<file path="config.mk">
export PLATFORM = sky130hd
export DESIGN_NAME = timer6_event_pdo_pwm
export DESIGN_NICKNAME = d
export VERILOG_FILES = /design/src/common/tmr_pkg.sv /design/src/common/src_tick_if.sv /design/src/timer6_event_pdo_pwm.sv /design/src/tmr_prescaler.sv
export SDC_FILE = /design/constraint.sdc
export NUM_CORES = 1
export LEC_CHECK = 0
export BUFFER_PORTS_ARGS = -buffer_cell sky130_fd_sc_hd__buf_2
export CORE_ASPECT_RATIO = 0.75
export CORE_MARGIN = 2
export CORE_UTILIZATION = 25
export DETAILED_ROUTE_END_ITERATION = 12
export HOLD_SLACK_MARGIN = 0.15
export PLACE_DENSITY = 0.5
export SLEW_MARGIN = 20
export SYNTH_ARGS = -nofsm -noshare
export SYNTH_HDL_FRONTEND = slang
export SYNTH_SLANG_ARGS = --single-unit
export TNS_END_PERCENT = 10
</file>
<file path="constraint.sdc">
create_clock -name I_SYS_CLK -period 2.1 [get_ports I_SYS_CLK]
set_input_delay 0.105 -clock I_SYS_CLK [delete_from_list [all_inputs] [get_ports I_SYS_CLK]]
set_output_delay 0.105 -clock I_SYS_CLK [all_outputs]
set_load 0.05 [all_outputs]
</file>
<file path="src/common/tmr_pkg.sv">
`default_nettype none
package tmr_pkg;

  // Register byte offsets on the 32-bit bus, one aligned word each
  localparam logic [3:0] OFF_CTRL    = 4'h0;
  localparam logic [3:0] OFF_COMPARE = 4'h4;
  localparam logic [3:0] OFF_DUTY    = 4'h8;
  localparam logic [3:0] OFF_STATUS  = 4'hc;

  // Control register field positions
  localparam int CTRL_FF_BIT     = 7;
  localparam int CTRL_SRC_HI     = 6;
  localparam int CTRL_SRC_LO     = 4;
  localparam int CTRL_START_BIT  = 3;
  localparam int CTRL_MODE_HI    = 2;
  localparam int CTRL_MODE_LO    = 0;
  localparam int CTRL_PRESEL_BIT = 8;

  // Status register field positions
  localparam int STAT_CNT_HI  = 7;
  localparam int STAT_FF_BIT  = 8;
  localparam int STAT_PEND_BIT = 9;

  // Reset values and the counter maximum
  localparam logic [7:0] CTRL_RESET    = 8'h00;
  localparam logic [7:0] COMPARE_RESET = 8'hff;
  localparam logic [7:0] DUTY_RESET    = 8'h80;
  localparam logic [7:0] CNT_MAX       = 8'hff;

  // Operating modes
  typedef enum logic [2:0] {
    MODE_TIMER   = 3'h0,
    MODE_DIVIDER = 3'h1,
    MODE_PWM     = 3'h2,
    MODE_EVENT   = 3'h3
  } mode_t;

  // Source clock selections
  typedef enum logic [2:0] {
    SRC_SLOWEST = 3'h0,
    SRC_DIV7    = 3'h1,
    SRC_DIV5    = 3'h2,
    SRC_DIV3    = 3'h3,
    SRC_LOW     = 3'h4,
    SRC_DIV1    = 3'h5,
    SRC_FULL    = 3'h6,
    SRC_PIN     = 3'h7
  } src_t;

  // Prescaler exponents of the high frequency clock, and of the low clock divider (EXP_LOW3)
  localparam int EXP_SLOWEST = 11;
  localparam int EXP_DIV7    = 7;
  localparam int EXP_DIV5    = 5;
  localparam int EXP_DIV3    = 3;
  localparam int EXP_DIV1    = 1;
  localparam int EXP_LOW3    = 3;

endpackage : tmr_pkg
`default_nettype wire

</file>
<file path="src/common/src_tick_if.sv">
`timescale 1ns/1ps
`default_nettype none

// Source clock request from the channel and the tick answer
interface src_tick_if;
  tmr_pkg::src_t sel;     // Selected source clock
  logic          presel;  // Slowest source from low clock when set
  logic          slow;    // Low frequency clock is the only one running
  logic          tick;    // One cycle pulse per source clock period

  modport channel (output sel, output presel, output slow, input tick);
  modport prescaler (input sel, input presel, input slow, output tick);
endinterface : src_tick_if

`default_nettype wire

</file>
<file path="src/timer6_event_pdo_pwm.sv">
// Behaviour
// - Event mode counts falling edges of input pin
// - Event match raises interrupt, clears, keeps counting
// - Compare register unbuffered; software avoids running writes
// - Divider match toggles flip-flop, clears, interrupts
// - Divider pin is inverted flip-flop, reset zero
// - Stopped divider keeps level; later write changes
// - Bit7 clear drives pin high; bit3 clear stops
// - Control write selects source, mode and start
// - PWM toggles on duty match and overflow
// - PWM pin inverted flip-flop; initial value polarity
// - Duty buffered; moves at interrupt or immediately
// - Duty reads return active value while running
// - Stopped PWM holds level; later write changes
// - PWM sources selectable, slow mode limits them
`timescale 1ns/1ps
`default_nettype none

module timer6_event_pdo_pwm #(
  parameter int ADR_W = 4
) (
  input  wire logic             I_SYS_CLK,
  input  wire logic             I_RST_B,
  // Classic Wishbone slave
  input  wire logic             I_WB_CYC,
  input  wire logic             I_WB_STB,
  input  wire logic             I_WB_WE,
  input  wire logic [ADR_W-1:0] I_WB_ADR,
  input  wire logic [3:0]       I_WB_SEL,
  input  wire logic [31:0]      I_WB_DAT,
  output logic      [31:0]      O_WB_DAT,
  output logic                  O_WB_ACK,
  // Channel pins and system state
  input  wire logic             I_COUNT_INPUT_PIN,
  input  wire logic             I_LOW_FREQ_CLOCK,
  input  wire logic             I_SLOW_RUN_MODE,
  output logic                  O_DIVIDER_OUT_PIN_B,
  output logic                  O_PWM_OUT_PIN_B,
  output logic                  O_CHANNEL_IRQ
);

  // Reset synchroniser
  logic rst_meta_q;  // First stage, read only by the second
  logic rst_n;       // Released reset used by the whole block

  // Wishbone state
  logic        ack_q;       // Acknowledge, one cycle per request
  logic [31:0] rdata_q;     // Registered read data
  logic        req;         // Request is present
  logic        wr_take;     // Write takes effect at this edge
  logic [3:0]  adr_byte;    // Byte address of the request

  // Channel state
  logic [7:0]  ctrl_q;      // channel_ctrl_reg low byte
  logic        presel_q;    // prescale_select_bit
  logic [7:0]  compare_reg_q; // Compare value, unbuffered
  logic [7:0]  duty_buf_q;  // Written duty value
  logic [7:0]  duty_act_q;  // Active duty compare
  logic        duty_pend_q; // Buffered duty waits for transfer
  logic [7:0]  cnt_q;       // Up-counter
  logic        ff_q;        // Output flip-flop
  logic        irq_q;       // Interrupt pulse
  logic        pin_prev_q;  // Last sampled count input level

  // Decoded fields and events
  tmr_pkg::mode_t mode;     // Current mode
  logic        running;     // Start bit
  logic        pin_fall;    // Falling edge on the count input
  logic        step;        // Counter advances this cycle
  logic [7:0]  cnt_next;    // Counter plus one
  logic        cmp_match;   // Counter reaches the compare value
  logic        duty_match;  // Counter reaches the active duty
  logic        overflow;    // Counter wraps in PWM mode
  logic        clear_evt;   // Counter clear with interrupt
  logic        wr_ctrl;     // Control register write
  logic        wr_cmp;      // Compare register write
  logic        wr_duty;     // Duty register write
  logic [7:0]  ctrl_new;    // Control value after a write

  src_tick_if src_if ();    // Link to the prescaler

  // Two flop release of the asynchronous reset
  always_ff @(posedge I_SYS_CLK or negedge I_RST_B) begin
    if (!I_RST_B) begin
      rst_meta_q <= 1'b0;
      rst_n      <= 1'b0;
    end else begin
      rst_meta_q <= 1'b1;
      rst_n      <= rst_meta_q;
    end
  end

  // Source clock ticks from the shared prescaler
  tmr_prescaler u_prescaler (
    .i_clk     (I_SYS_CLK),
    .i_rst_n   (rst_n),
    .i_low_clk (I_LOW_FREQ_CLOCK),
    .src       (src_if.prescaler)
  );

  // Source select feeds the prescaler; slow mode limits sources
  assign src_if.sel    = tmr_pkg::src_t'(ctrl_q[tmr_pkg::CTRL_SRC_HI:
                                                tmr_pkg::CTRL_SRC_LO]);
  assign src_if.presel = presel_q;
  assign src_if.slow   = I_SLOW_RUN_MODE;

  // Bus decode
  assign req      = I_WB_CYC & I_WB_STB;
  assign adr_byte = {I_WB_ADR[3:2], 2'b00};
  assign wr_take  = req & I_WB_WE & ack_q;
  assign wr_ctrl  = wr_take & I_WB_SEL[0] & (adr_byte == tmr_pkg::OFF_CTRL);
  assign wr_cmp   = wr_take & I_WB_SEL[0]
                  & (adr_byte == tmr_pkg::OFF_COMPARE);
  assign wr_duty  = wr_take & I_WB_SEL[0] & (adr_byte == tmr_pkg::OFF_DUTY);
  assign ctrl_new = I_WB_DAT[7:0];

  // Field decode
  assign mode    = tmr_pkg::mode_t'(ctrl_q[tmr_pkg::CTRL_MODE_HI:
                                           tmr_pkg::CTRL_MODE_LO]);
  assign running = ctrl_q[tmr_pkg::CTRL_START_BIT];

  // Falling edge of the count input, already synchronous to the clock
  assign pin_fall = pin_prev_q & ~I_COUNT_INPUT_PIN;

  // Event mode counts the pin, divider and PWM modes the selected source tick, timer mode does not count
  always_comb begin
    step = 1'b0;
    if (running) begin
      case (mode)
        tmr_pkg::MODE_EVENT:   step = pin_fall;
        tmr_pkg::MODE_DIVIDER: step = src_if.tick;
        tmr_pkg::MODE_PWM:     step = src_if.tick;
        default:               step = 1'b0;
      endcase
    end
  end

  assign cnt_next   = cnt_q + 8'h01;
  assign cmp_match  = (cnt_next == compare_reg_q);
  assign duty_match = (cnt_next == duty_act_q);
  assign overflow   = (cnt_q == tmr_pkg::CNT_MAX);

  // Clear event of the event, divider and PWM modes, which is also the interrupt event
  always_comb begin
    clear_evt = 1'b0;
    if (step) begin
      case (mode)
        tmr_pkg::MODE_EVENT:   clear_evt = cmp_match;
        tmr_pkg::MODE_DIVIDER: clear_evt = cmp_match;
        tmr_pkg::MODE_PWM:     clear_evt = overflow;
        default:               clear_evt = 1'b0;
      endcase
    end
  end

  // Wishbone acknowledge one cycle after the request, then dropped
  always_ff @(posedge I_SYS_CLK or negedge rst_n) begin
    if (!rst_n) begin
      ack_q <= 1'b0;
    end else begin
      ack_q <= req & ~ack_q;
    end
  end

  // Read data captured as the request arrives; unmapped reads zero
  always_ff @(posedge I_SYS_CLK or negedge rst_n) begin
    if (!rst_n) begin
      rdata_q <= 32'h0000_0000;
    end else if (req && !ack_q) begin
      case (adr_byte)
        tmr_pkg::OFF_CTRL: begin
          rdata_q <= {23'h000000, presel_q, ctrl_q};
        end
        tmr_pkg::OFF_COMPARE: begin
          rdata_q <= {24'h000000, compare_reg_q};
        end
        tmr_pkg::OFF_DUTY: begin
          // Active value; buffer and active match after a write while stopped
          rdata_q <= {24'h000000, duty_act_q};
        end
        tmr_pkg::OFF_STATUS: begin
          rdata_q <= {22'h000000, duty_pend_q, ff_q, cnt_q};
        end
        default: begin
          rdata_q <= 32'h0000_0000;
        end
      endcase
    end
  end

  // Control register; a stop keeps the running value otherwise
  always_ff @(posedge I_SYS_CLK or negedge rst_n) begin
    if (!rst_n) begin
      ctrl_q   <= tmr_pkg::CTRL_RESET;
      presel_q <= 1'b0;
    end else begin
      if (wr_ctrl) begin
        ctrl_q <= ctrl_new;
      end
      if (wr_take && I_WB_SEL[1] && adr_byte == tmr_pkg::OFF_CTRL) begin
        presel_q <= I_WB_DAT[tmr_pkg::CTRL_PRESEL_BIT];
      end
    end
  end

  // Compare register takes a write at once, with no shadow copy
  always_ff @(posedge I_SYS_CLK or negedge rst_n) begin
    if (!rst_n) begin
      compare_reg_q <= tmr_pkg::COMPARE_RESET;
    end else if (wr_cmp) begin
      compare_reg_q <= I_WB_DAT[7:0];
    end
  end

  // Duty double buffer; a write that meets the transfer is kept
  // pending, so the older buffered value moves and the new one
  // follows at the next overflow rather than being lost.
  always_ff @(posedge I_SYS_CLK or negedge rst_n) begin
    if (!rst_n) begin
      duty_buf_q  <= tmr_pkg::DUTY_RESET;
      duty_act_q  <= tmr_pkg::DUTY_RESET;
      duty_pend_q <= 1'b0;
    end else begin
      if (clear_evt && mode == tmr_pkg::MODE_PWM && duty_pend_q) begin
        duty_act_q <= duty_buf_q;
      end
      if (wr_duty) begin
        duty_buf_q <= I_WB_DAT[7:0];
        if (!running) begin
          duty_act_q  <= I_WB_DAT[7:0];
          duty_pend_q <= 1'b0;
        end else begin
          duty_pend_q <= 1'b1;
        end
      end else if (clear_evt && mode == tmr_pkg::MODE_PWM) begin
        duty_pend_q <= 1'b0;
      end
    end
  end

  // Up-counter; a stopped channel holds its count, a start from
  // stopped begins again at zero
  always_ff @(posedge I_SYS_CLK or negedge rst_n) begin
    if (!rst_n) begin
      cnt_q <= 8'h00;
    end else if (wr_ctrl && !running) begin
      cnt_q <= 8'h00;
    end else if (clear_evt) begin
      cnt_q <= 8'h00;
    end else if (step) begin
      cnt_q <= cnt_next;
    end
  end

  // Output flip-flop. Software loads it only while the channel was
  // stopped before the write, so the stop write leaves the pin as it
  // was and a later write sets the level.
  always_ff @(posedge I_SYS_CLK or negedge rst_n) begin
    if (!rst_n) begin
      ff_q <= 1'b0;
    end else if (wr_ctrl && !running) begin
      ff_q <= ctrl_new[tmr_pkg::CTRL_FF_BIT];
    end else if (step) begin
      case (mode)
        tmr_pkg::MODE_DIVIDER: begin
          if (cmp_match) begin
            ff_q <= ~ff_q;
          end
        end
        tmr_pkg::MODE_PWM: begin
          // Overflow wins when the duty also matches the wrap
          if (overflow || duty_match) begin
            ff_q <= ~ff_q;
          end
        end
        default: begin
          ff_q <= ff_q;
        end
      endcase
    end
  end

  // Interrupt pulse appears with the cleared counter
  always_ff @(posedge I_SYS_CLK or negedge rst_n) begin
    if (!rst_n) begin
      irq_q <= 1'b0;
    end else begin
      irq_q <= clear_evt;
    end
  end

  // Count input history for edge detection
  always_ff @(posedge I_SYS_CLK or negedge rst_n) begin
    if (!rst_n) begin
      pin_prev_q <= 1'b1;
    end else begin
      pin_prev_q <= I_COUNT_INPUT_PIN;
    end
  end

  // Both pins show the inverted flip-flop in every mode, which is
  // why a set flip-flop in event mode shows on the pins.
  assign O_DIVIDER_OUT_PIN_B = ~ff_q;
  assign O_PWM_OUT_PIN_B     = ~ff_q;
  assign O_CHANNEL_IRQ       = irq_q;
  assign O_WB_ACK            = ack_q;
  assign O_WB_DAT            = rdata_q;

endmodule : timer6_event_pdo_pwm

`default_nettype wire

</file>
<file path="src/tmr_prescaler.sv">
`timescale 1ns/1ps
`default_nettype none

// Divides the system clock into the selectable source clock ticks
module tmr_prescaler (
  input  wire logic   i_clk,
  input  wire logic   i_rst_n,
  input  wire logic   i_low_clk,
  src_tick_if.prescaler src
);

  logic [10:0] div_q;      // Free running divider of the high clock
  logic [2:0]  low_div_q;  // Divider of the low clock by eight
  logic        low_prev_q; // Last level of the low clock
  logic        low_edge;   // Rising edge of the low clock
  logic        low_div3;   // Low clock divided by eight
  logic        tick_d;     // Selected tick before its flop
  logic        tick_q;     // Registered tick

  assign low_edge = i_low_clk & ~low_prev_q;
  assign low_div3 = low_edge & (&low_div_q);

  // High clock divider chain
  always_ff @(posedge i_clk or negedge i_rst_n) begin
    if (!i_rst_n) begin
      div_q <= 11'h000;
    end else begin
      div_q <= div_q + 11'h001;
    end
  end

  // Low clock edge detect and divide by eight
  always_ff @(posedge i_clk or negedge i_rst_n) begin
    if (!i_rst_n) begin
      low_prev_q <= 1'b0;
      low_div_q  <= 3'h0;
    end else begin
      low_prev_q <= i_low_clk;
      if (low_edge) begin
        low_div_q <= low_div_q + 3'h1;
      end
    end
  end

  // Tick selection; in slow operation the high clock is stopped
  always_comb begin
    tick_d = 1'b0;
    case (src.sel)
      tmr_pkg::SRC_SLOWEST: begin
        if (src.presel || src.slow) begin
          tick_d = low_div3;
        end else begin
          tick_d = &div_q[tmr_pkg::EXP_SLOWEST-1:0];
        end
      end
      tmr_pkg::SRC_DIV7: tick_d = ~src.slow & (&div_q[tmr_pkg::EXP_DIV7-1:0]);
      tmr_pkg::SRC_DIV5: tick_d = ~src.slow & (&div_q[tmr_pkg::EXP_DIV5-1:0]);
      tmr_pkg::SRC_DIV3: tick_d = ~src.slow & (&div_q[tmr_pkg::EXP_DIV3-1:0]);
      tmr_pkg::SRC_LOW:  tick_d = low_edge;
      tmr_pkg::SRC_DIV1: tick_d = ~src.slow & div_q[0];
      tmr_pkg::SRC_FULL: tick_d = ~src.slow;
      default:           tick_d = 1'b0;
    endcase
  end

  // Registered; the tick is one cycle wide for every source except SRC_FULL, where it stays high
  always_ff @(posedge i_clk or negedge i_rst_n) begin
    if (!i_rst_n) begin
      tick_q <= 1'b0;
    end else begin
      tick_q <= tick_d;
    end
  end

  assign src.tick = tick_q;

endmodule : tmr_prescaler

`default_nettype wire

</file>
* After elaboration in Yosys (flattened, before gate mapping)
Cells that the tools add are included.
** Operators by class
- Reductions and logical operators :: 24
- Muxes and demuxes :: 21
- Equal/unequal tests :: 17
- Add/sub/neg operators :: 3
- Bitwise operators :: 20
** Operators with widths (number)
- two-way mux 8 bit :: 6
- case mux 10 bit (4 select lines) :: 1
- == test 8 bit :: 2
- AND 1 bit :: 15
- == test 3 x 2 -> 1 bit, second input constant :: 4
- adder 11 x 1 -> 11 bit, second input constant :: 1
- AND reduction 11 bit :: 1
- two-way mux 1 bit :: 10
- == test 3 bit, second input constant :: 3
- adder 8 x 1 -> 8 bit, second input constant :: 1
- == test 8 bit, second input constant :: 1
- case mux 1 bit (7 select lines) :: 1
- AND reduction 7 bit :: 1
- == test 3 x 1 -> 1 bit, second input constant :: 2
- logical AND 1 bit :: 6
- case mux 1 bit (2 select lines) :: 3
- AND reduction 3 bit :: 2
- nonzero test 3 bit :: 2
- NOT 1 bit :: 5
- AND reduction 5 bit :: 1
- == test 2 bit, second input constant :: 2
- logical NOT 4 bit :: 1
- AND reduction 4 bit :: 1
- nonzero test 2 bit :: 2
- other kinds (8) :: 11
** Storage, ports and cells
- Output and inout port bits :: 36
- Bits of input ports :: 48
- Flip-flop bits (word level) :: 96

* Longest topological paths before layout
Gate-level depths: netlist (run 1).
- Depth after elaboration :: 10
- Depth in mapped cells :: 10
- Gate-level depth less buffers :: 8

* Modules after synthesis
Synthesis (run 1) repeated with hierarchy kept, for this count alone.
** Second synthesis, totals
- Cell total of the unflattened synthesis :: 390
- Area total of the unflattened synthesis :: 4370.4 um^2
** Modules (own cells, without submodules)
- timer6_event_pdo_pwm :: area each 3624.7 um^2, times used 1, seq. area each 1465.2 um^2, cells an instance 330
- tmr_prescaler :: area each 745.7 um^2, times used 1, seq. area each 400.4 um^2, cells an instance 60

* Worst setup path after synthesis (run 1)
No wires, ideal clock.
- Path kind :: register to register
- Start point :: reg cnt_q[1]
- End point :: reg cnt_q[2]
- Arrival :: 2097 ps
- Setup time :: 125 ps
- Slack :: -122 ps
- Path buffers :: 2
- Stages on the path, launching flop included :: 11
- Path through :: dfrtp_1 > ha_1 > buf_4 > and3_1 > o31ai_1 > nand4_1 > nor3_1 > nand3_1 > buf_2 > a311oi_1 > nor2_1
** On the way
- Longest elaborated chain between the ends :: 6
- Elaborated cells between the ends (all ways) :: 9
- Classes of those cells :: 1 x add/sub; 2 x eq/ne; 5 x mux; 1 x reduce/logical
** Ends and longest elaborated chain
- start, declared :: line timer6_event_pdo_pwm.sv:60 : logic [7:0] cnt_q;
- start signal, assigned :: line timer6_event_pdo_pwm.sv:251 : cnt_q <= cnt_next;
- adder 8 x 1 -> 8 bit :: line timer6_event_pdo_pwm.sv:138 : assign cnt_next = cnt_q + 8'h01;
- == test 8 bit :: line timer6_event_pdo_pwm.sv:139 : assign cmp_match = (cnt_next == compare_reg_q);
- case mux 1 bit (2 select lines) :: line timer6_event_pdo_pwm.sv:147 : case (mode)
- two-way mux 1 bit :: line timer6_event_pdo_pwm.sv:146 : if (step) begin
- two-way mux 8 bit :: line timer6_event_pdo_pwm.sv:248 : end else if (clear_evt) begin
- two-way mux 8 bit :: line timer6_event_pdo_pwm.sv:246 : end else if (wr_ctrl && !running) begin
Several ways; a longest one is shown, not always the timed one. The select of a mux whose other input is x is not followed.
A chain may end at the register's enable or synchronous reset.

* Worst setup path after layout (run 1)
- Start point :: reg cnt_q[0]
- End point :: reg ff_q
** On the way
- Longest elaborated chain between the ends :: 5
- Elaborated cells between the ends (all ways) :: 8
- Classes of those cells :: 1 x add/sub; 5 x eq/ne; 2 x reduce/logical
** Ends and longest elaborated chain
- adder 8 x 1 -> 8 bit :: line timer6_event_pdo_pwm.sv:138
- == test 8 bit :: line timer6_event_pdo_pwm.sv:140 : assign duty_match = (cnt_next == duty_act_q);
- logical OR 1 bit :: line timer6_event_pdo_pwm.sv:272 : if (overflow || duty_match) begin
- inequality test 3 x 1 -> 1 bit (no line)
- AND reduction 4 bit (no line) (*)
- end signal, assigned :: line timer6_event_pdo_pwm.sv:267 : ff_q <= ~ff_q;
- end signal, assigned :: line timer6_event_pdo_pwm.sv:273 : ff_q <= ~ff_q;
- end signal, assigned :: line timer6_event_pdo_pwm.sv:277 : ff_q <= ff_q;
- end, declared :: line timer6_event_pdo_pwm.sv:61 : logic ff_q;
Every way passes the cells marked *; elsewhere a longest branch is shown, timed or not.

==> results of run 1 <==
[power breakdown]
group	switching, mW	internal [mW]
clock network	0.607	0.799
logic	0.524	0.340
registers	0.127	1.57
total	1.26	2.71
[flip-flops by register name, indices dropped and copies added (netlist names), 3 cells and up]
| name | flops |
|---|---|
| duty_buf_q | 8 |
| ctrl_q | 8 |
| u_prescaler.low_div_q | 3 |
| u_prescaler.div_q | 11 |
| duty_act_q | 8 |
| compare_reg_q | 8 |
| cnt_q | 8 |
| O_WB_DAT | 10 |
[worst reg2reg max path: stages (launching register included)]
cell and delay (ns):
dfrtp_1 0.41, ha_4 0.27, xor2_2 0.15, a211oi_2 0.20
o21ai_1 0.12, a211oi_2 0.24, buf_4 0.16, a211oi_2 0.05
or3_1 0.34, a31oi_1 0.17
[kinds of logic after synthesis]
logic type	Yosys count
AND/OR/NAND/NOR	100
flip-flops	74
other	2
multiplexers	51
AO/OA/AOI/OAI	63
adder cells (fa/ha/maj)	6
buffers and inverters	52
XOR/XNOR	21
[final timing paths]
path                                 startpoint                 endpoint  slack (ns)  depth (start not counted)
setup / recovery           cnt_q[0]$_DFFE_PN0P_         ff_q$_DFFE_PN0P_       -0.08                          9
hold / removal                      I_WB_ADR[3]  O_WB_DAT[8]$_DFFE_PN0P_        0.21                          4
setup reg to reg           cnt_q[0]$_DFFE_PN0P_         ff_q$_DFFE_PN0P_       -0.08                          9
hold reg to reg                 rst_n$_DFF_PN0_  duty_act_q[1]$_DFF_PN0_        0.28                          1
max in group asynchronous               I_RST_B          rst_n$_DFF_PN0_        1.34                          3
min in group asynchronous       rst_n$_DFF_PN0_  duty_act_q[1]$_DFF_PN0_        0.28                          1
[metal layers]
metal | global-route usage (%) | part of all wire (%) | vias up
met5 | 0 | 0 | -
li1 | - | - | 1456
met4 | 2.407 | 0.37 | 0
met1 | 20.98 | 54 | 1541
met2 | 17.38 | 40 | 86
met3 | 2.869 | 5.8 | 5
[cells in the mapped netlist (all sizes together)]
library cell,count,area (µm²)
a211oi,3,27.52
a21bo,1,10.01
a21oi,10,53.80
a22oi,1,12.51
a311oi,3,26.28
a31oi,6,37.54
a41oi,4,35.03
and2,1,6.260
and2b,1,8.760
and3,5,31.28
and4,2,17.52
buf,33,251.5
clkbuf,5,18.77
conb,2,7.510
dfrtp,63,1577
dfstp,11,289.0
ha,6,75.07
inv,14,52.55
mux2,34,382.9
mux2i,9,90.09
mux4,8,183.9
nand2,30,115.1
nand2b,3,18.77
nand3,13,87.59
nand3b,3,22.52
nand4,6,52.55
nand4b,2,17.52
nor2,17,66.32
nor2b,6,37.54
nor3,4,20.02
nor3b,1,7.510
nor4b,1,15.01
o2111ai,1,8.760
o21a,1,7.510
o21ai,24,120.1
o221ai,2,17.52
o22ai,4,25.02
o31ai,3,22.52
or2b,1,7.510
or3,3,23.77
or4,1,7.510
xnor2,13,113.9
xor2,8,70.07
[per-stage QoR]
stage / cells / hold slack (ns) / TNS [ns] / power [mW]
after CTS: 675 / 0.1964 / -0.3384 / 3.992
after global placement: 643 / -0.1099 / -2.346 / 2.520
after detailed placement: 643 / -0.1066 / -2.300 / 2.530
after floorplan: 390 / -0.1906 / -0.06875 / 2.309
after global routing: 675 / 0.2338 / -1.405 / 4.170
final: 675 / 0.2093 / -0.2742 / 3.968
[area by class of cell]
cell class,instances,area (µm²),share of cell area (%)
Timing Repair Buffer,97,713.2,13.59
Multi-Input combinational cell,264,2086,39.74
Clock buffer,11,232.7,4.434
Sequential cell,74,1869,35.61
Inverter,14,52.55,1.001
Clock inverter,5,32.53,0.6198
Tap cell,210,262.8,5.006
[timing repair]
item | 4_1_cts | 5_1_grt
hold endpoints to repair | 39 | 0
setup endpoints to repair | 10 | 18
hold buffers | 15 | 0
pin swaps | 18 | 10
setup buffers | 1 | 0
resized for setup | 15 | 13
==> run summary, run 1 <==
The cell family contributing the most delay on the critical path is compound AO/OA/AOI/OAI gates. In this run the remaining antenna-violating nets after routing total 0. The cell area after technology mapping came out at 4079 µm². After Yosys synthesis, full adders, half adders and majority gates account for 1.840% of the synthesized area.

The placeable core region came out at 15970 µm². The die outline width came out at 151.5 µm. After Yosys synthesis, and, or, nand and nor cells account for 13.80% of the synthesized area. The clock arrives with 0.007717 ns of skew. The total half-perimeter wirelength after legalization and detailed placement is 8130 µm.

The upper clock frequency limit is 0.4580 GHz. The leakage dissipation is 2.371 nW. The startpoint kind of the worst setup timing path is a flop. The initial cell density of the core came out at 25.55%. The count of state elements after synthesis came out at 74. The H-tree level count is 3.

Each instance of the synthesized netlist takes up on average 11.05 µm². After synthesis, the netlist uses 56 different library cells. The global-route total usage across every layer came out at 12.98%. The final hold violation count came to 0. The vias after detailed routing is 3088. The area fraction in compound gates after synthesis came out at 9.908%.

Synthesis produced a netlist whose cell count is 369. For this run, the slowest stage of the critical path takes 0.41 ns. In the layout the commonest cells are dfrtp_1 (60), buf_4 (44), buf_2 (34). The worst path in the final design needs a cycle of 2.183 ns, including I/O delays and setup. The first global-routing pass estimated 16920 µm of wire. The remaining global-route overflow is 0. The initial detailed-routing violation count came out at 169. The clock edge transition at the registers on the reported setup and hold paths came out at 0.06 ns.

The utilization of the core after routing came out at 32.88%. The largest fanout on the critical path is 2. The CTS tree is built.

Power spread over the standard cell area amounts to 755.9 nW/µm². The flow ran to the end, but the final reports show violations. The cell that appears most often on the critical path is a211oi_2. The ratio of cells with drive above 1 in the final layout came out at 38.92%. The max-slew violation count is 0.

The CTS buffer count is 9. The cell row count is 40. The element type at the critical path end is a flop. The peak supply drop came out at 436.7 µV.

The die area came out at 17360 µm². The maximum number of pins on one net before global-route repair came out at 73. The most common cell after layout, fill and taps aside is dfrtp_1. Max-cap violations in this run came to 0.

The last weighted congestion value of the routability-driven placer came out at 0.9310. In this run the clock root is driven by a clkbuf_16. The area growth from synthesis to final layout is 28.68%. The xor/xnor cell area share of the yosys netlist is 4.509%. The final-report setup violation count came out at 7. The chip height came out at 114.6 µm. Setup repair after global routing could not meet its margin everywhere.

For the worst-skew pair, the clock arrives at the later sink with an insertion delay of 0.33 ns. By area, the combinational part of the netlist is dominated by multiplexers. The sequential area share after synthesis is 45.74%. The worst slack after detailed placement came out at -0.3243 ns.

The clock passes through at most 2 buffers. The number of vias per cell after detailed routing is 4.575. In this run the worst hold path is classified as input port to flop. STA puts the critical path data required time at 2.35 ns.

The share of cell area taken by muxes after synthesis is 16.10%. The standard cell area after detailed placement is 4705 µm². The detailed-router iteration count before antenna repair is 4. The via count of the first global-routing pass came out at 2984. The worst pin sits at a relative slew slack of 59.10%.

The count of buffer and inverter cells on the critical path is 1. The count of yosys warnings during synthesis came out at 0. After layout, the worst setup slack is -0.08327 ns. The total wirelength of the detailed-routed design came out at 10870 µm. The critical path is of the flop to flop type. The critical path goes through ha_4, xor2_2, a211oi_2, o21ai_1, a211oi_2, buf_4, a211oi_2, or3_1, a31oi_1. The slew at the pin closest to its max-slew limit came out at 0.6117 ns. The data arrival time of the worst path came out at 2.44 ns.

The average wire length per cell after detail routing came out at 16.10 µm. The number of I/O port buffers is 34. The cell with the largest stage delay on the worst path is dfrtp_1. The initial antenna violation count came out at 1.

The final reports fail on negative setup slack. In the routed design, unresolved DRC markers number 0. Counting the fill cells in the layout gives 1648. The number of antenna diodes in the final layout is 0. The clock drives 74 sinks. Of the available clock period, the critical path in the final layout requires 104.0%. Once layout is done, the placed cells without fillers occupy 5249 µm². The total I/O pin count came out at 84.

The net count reported at finish came out at 514.
Power figures use the tool's default switching activity.
==> run 2: changes to the inputs <==
Settings changed: MAX_ROUTING_LAYER from default to met4.
==> run summary, run 2 (synthesis results as in run 1) <==
The max-slew violation count is 0 (unchanged). The number of I/O port buffers is 34 (unchanged). The minimum period implied by the final worst setup slack came out at 2.164 ns (was 2.183 ns).

The number of vias per cell after detailed routing came out at 4.600 (was 4.575). The number of antenna-violating nets in the routed design came to 0 (unchanged). The cell-internal power came out at 2.880 mW (was 2.710 mW). The startpoint kind of the worst setup timing path is a flop (unchanged). The max-capacitance violation count came out at 0 (unchanged). The via count of the first global-routing pass came to 3126 (was 2984). The register cell area after layout came to 1872 µm² (was 1869 µm²).

The number of antenna repair diodes was 0 (unchanged). The largest register by flop count is u_prescaler.div_q (unchanged). The sequential share of power came out at 40.8% (was 42.8%). The placed cell count came out at 645 (was 643). The flip-flop count of the largest register, all copies and words added is 11 (unchanged).

The post-layout instance area came to 5273 µm² (was 5249 µm²). The required time reported for the critical path endpoint was 2.36 ns (was 2.35 ns). The most common cell after layout, fill and taps aside is dfrtp_1 (unchanged). The clock edge transition at the registers on the reported setup and hold paths came out at 0.06 ns (about the same).

Commonest cells after routing, fill and taps aside: dfrtp_1 (58), buf_4 (47), mux2_2 (34), buf_2 (34), nand2_1 (29) (was dfrtp_1 (60), buf_4 (44), buf_2 (34)). The wire length of the first global-routing pass came out at 17740 µm (was 16920 µm). The met3 usage is 3.665% (was 2.869%).

The count of unresolved DRC violations after routing came out at 0 (unchanged). The upper clock frequency limit came to 0.4621 GHz (was 0.4580 GHz). The last weighted congestion value of the routability-driven placer is 0.9293 (was 0.9310).

The count of filler cells inserted in the layout is 1625 (was 1648). The worst relative slew slack is 57.33% (was 59.10%). The global-route total usage across every layer is 14.00% (was 12.98%).

The initial antenna violation count was 0 (was 1). The clock share of power is 38.6% (was 35.4%). The die area came to 17360 µm² (unchanged). The footprint of the multi-input gates came out at 2058 µm² (was 2086 µm²). The worst hold margin came to 0.1685 ns (was 0.2093 ns). The worst slack after detailed placement is -0.2109 ns (was -0.3243 ns). The total half-perimeter wirelength after legalization and detailed placement came to 8284 µm (was 8130 µm). Failing checks: negative setup slack (unchanged). The initial cell density of the core is 25.55% (unchanged). The cell with the largest stage delay on the worst path was dfrtp_1 (unchanged). The number of sinks handled by clock tree synthesis is 74 (unchanged). The standard cell area after detailed placement is 4707 µm² (was 4705 µm²).

The type of the setup path with the least slack is flop to flop (unchanged). The H-tree level count is 3 (unchanged). The detailed-router iteration count before antenna repair came out at 4 (unchanged). The CTS buffer count is 9 (unchanged). The busiest metal layer after global routing is met1 (unchanged).

The utilization of the core after routing is 33.03% (was 32.88%). The final clock period utilization by the worst path is 103.0% (was 104.0%). The maximum root-to-sink buffer count is 2 (unchanged). The initial detailed-routing violation count came out at 236 (was 169). The maximum number of pins on one net before global-route repair is 44 (was 73). The clock insertion delay at the later pin of the skew report is 0.34 ns (was 0.33 ns).

The data arrival time of the worst path is 2.42 ns (was 2.44 ns). The met1 track demand over resource in global routing came out at 21.00% (was 20.98%). The die outline width came out at 151.5 µm (unchanged). The power after layout came out at 4.188 mW (was 3.968 mW). The combinational cell fraction of total power is 20.5% (was 21.8%). The leakage dissipation came out at 2.400 nW (was 2.371 nW). The final hold violation count is 0 (unchanged).

The power spent charging and discharging nets came out at 1.309 mW (was 1.258 mW). The slew at the pin closest to its max-slew limit came to 0.6382 ns (was 0.6117 ns). The proportion of total power due to net switching is 31.24% (was 31.70%).

The element type at the critical path end is a flop (unchanged). The final-report setup violation count is 5 (was 7). The chip height is 114.6 µm (unchanged). The worst-case setup margin in the final layout came out at -0.06384 ns (was -0.08327 ns). The placeable core region is 15970 µm² (unchanged). The filler-free cell count of the finished design came out at 677 (was 675). The total power per unit cell area is 794.4 nW/µm² (was 755.9 nW/µm²). The met2 demand-to-capacity share in global routing was 18.91% (was 17.38%).

The largest fanout on the critical path is 6 (was 2). The worst-case clock skew came out at 0.008113 ns (was 0.007717 ns). The remaining global-route overflow came out at 0 (unchanged).

The average wire length per cell after detail routing was 16.46 µm (was 16.10 µm). The final setup TNS came to -0.1720 ns (was -0.2742 ns). The total I/O pin count came out at 84 (unchanged). Run status: finished, violations left (unchanged).

The peak supply drop is 364.8 µV (was 436.7 µV). The total wirelength of the detailed-routed design came out at 11150 µm (was 10870 µm). The ratio of cells with drive above 1 in the final layout is 39.19% (was 38.92%). RSZ-0062 raised after global routing: yes (unchanged). The cell row count is 40 (unchanged). The clock root buffer master is clkbuf_16 (unchanged). The internal reg-to-reg setup slack is -0.06 ns (was -0.08 ns).

The delay of the slowest cell on the worst path is 0.43 ns (was 0.41 ns). Sequence of cells on the critical path: ha_4, nand3_2, or3_4, a21bo_1, a22oi_2, a41oi_1, or3_1, a31oi_1 (was ha_4, xor2_2, a211oi_2, o21ai_1, a211oi_2, buf_4, a211oi_2, or3_1, a31oi_1). The net count reported at finish came out at 516 (was 514). The vias after detailed routing came out at 3114 (was 3088). The path category of the worst min-delay check is flop to asynchronous set/reset pin (was input port to flop). The CTS tree is built (unchanged). The area growth from synthesis to final layout came to 29.26% (was 28.68%).
-- run 2: final cells by class --
cell class / instances / share of cell area, %
multi-input cells: 264 / 39.04
flip-flops and latches: 74 / 35.50
repair buffers: 99 / 13.57
well taps: 210 / 4.983
clock buffers: 10 / 4.533
clock inverters: 6 / 1.376
inverters: 14 / 0.9967
-- run 2: worst max-delay path: cells and delay by family, from the launching register on --
family / cells / cell delay (ns)
flip-flops: 1 / 0.43
AO/OA/AOI/OAI: 4 / 0.61
adder cells (fa/ha/maj): 1 / 0.20
AND/OR/NAND/NOR: 3 / 0.83
-- run 2: power by group through the flow --
stage / combinational, mW / sequential [mW] / clock, mW
after floorplan: 0.514 / 1.80 / 0
after global placement: 0.798 / 1.73 / 0
after detailed placement: 0.810 / 1.73 / 0
after CTS: 0.853 / 1.71 / 1.66
after global routing: 0.937 / 1.73 / 1.74
final: 0.859 / 1.71 / 1.62
-- run 2: routing by layer --
layer	part of all wire, %	up-vias
met5	0	-
met1	52	1552
met4	0.92	0
met2	41	88
li1	-	1464
met3	6.6	10
-- run 2: repair_timing --
action,4_1_cts,5_1_grt
endpoints found under the setup margin,17,16
pin swaps,8,0
resized for setup,19,7
hold endpoints to repair,41,0
hold buffers,15,0
setup buffers,1,0
gates cloned,0,0
-- run 2: final timing paths --
check | startpoint | to | cells after the start
setup reg to reg | cnt_q[0]$_DFFE_PN0P_ | ff_q$_DFFE_PN0P_ | 8
setup / recovery | cnt_q[0]$_DFFE_PN0P_ | ff_q$_DFFE_PN0P_ | 8
hold reg to reg | rst_n$_DFF_PN0_ | duty_buf_q[1]$_DFFE_PN0P_ | 0
min in group I_SYS_CLK | I_WB_ADR[3] | O_WB_DAT[8]$_DFFE_PN0P_ | 4
max in group asynchronous | rst_n$_DFF_PN0_ | compare_reg_q[7]$_DFFE_PN1P_ | 1
hold / removal | rst_n$_DFF_PN0_ | duty_buf_q[1]$_DFFE_PN0P_ | 0
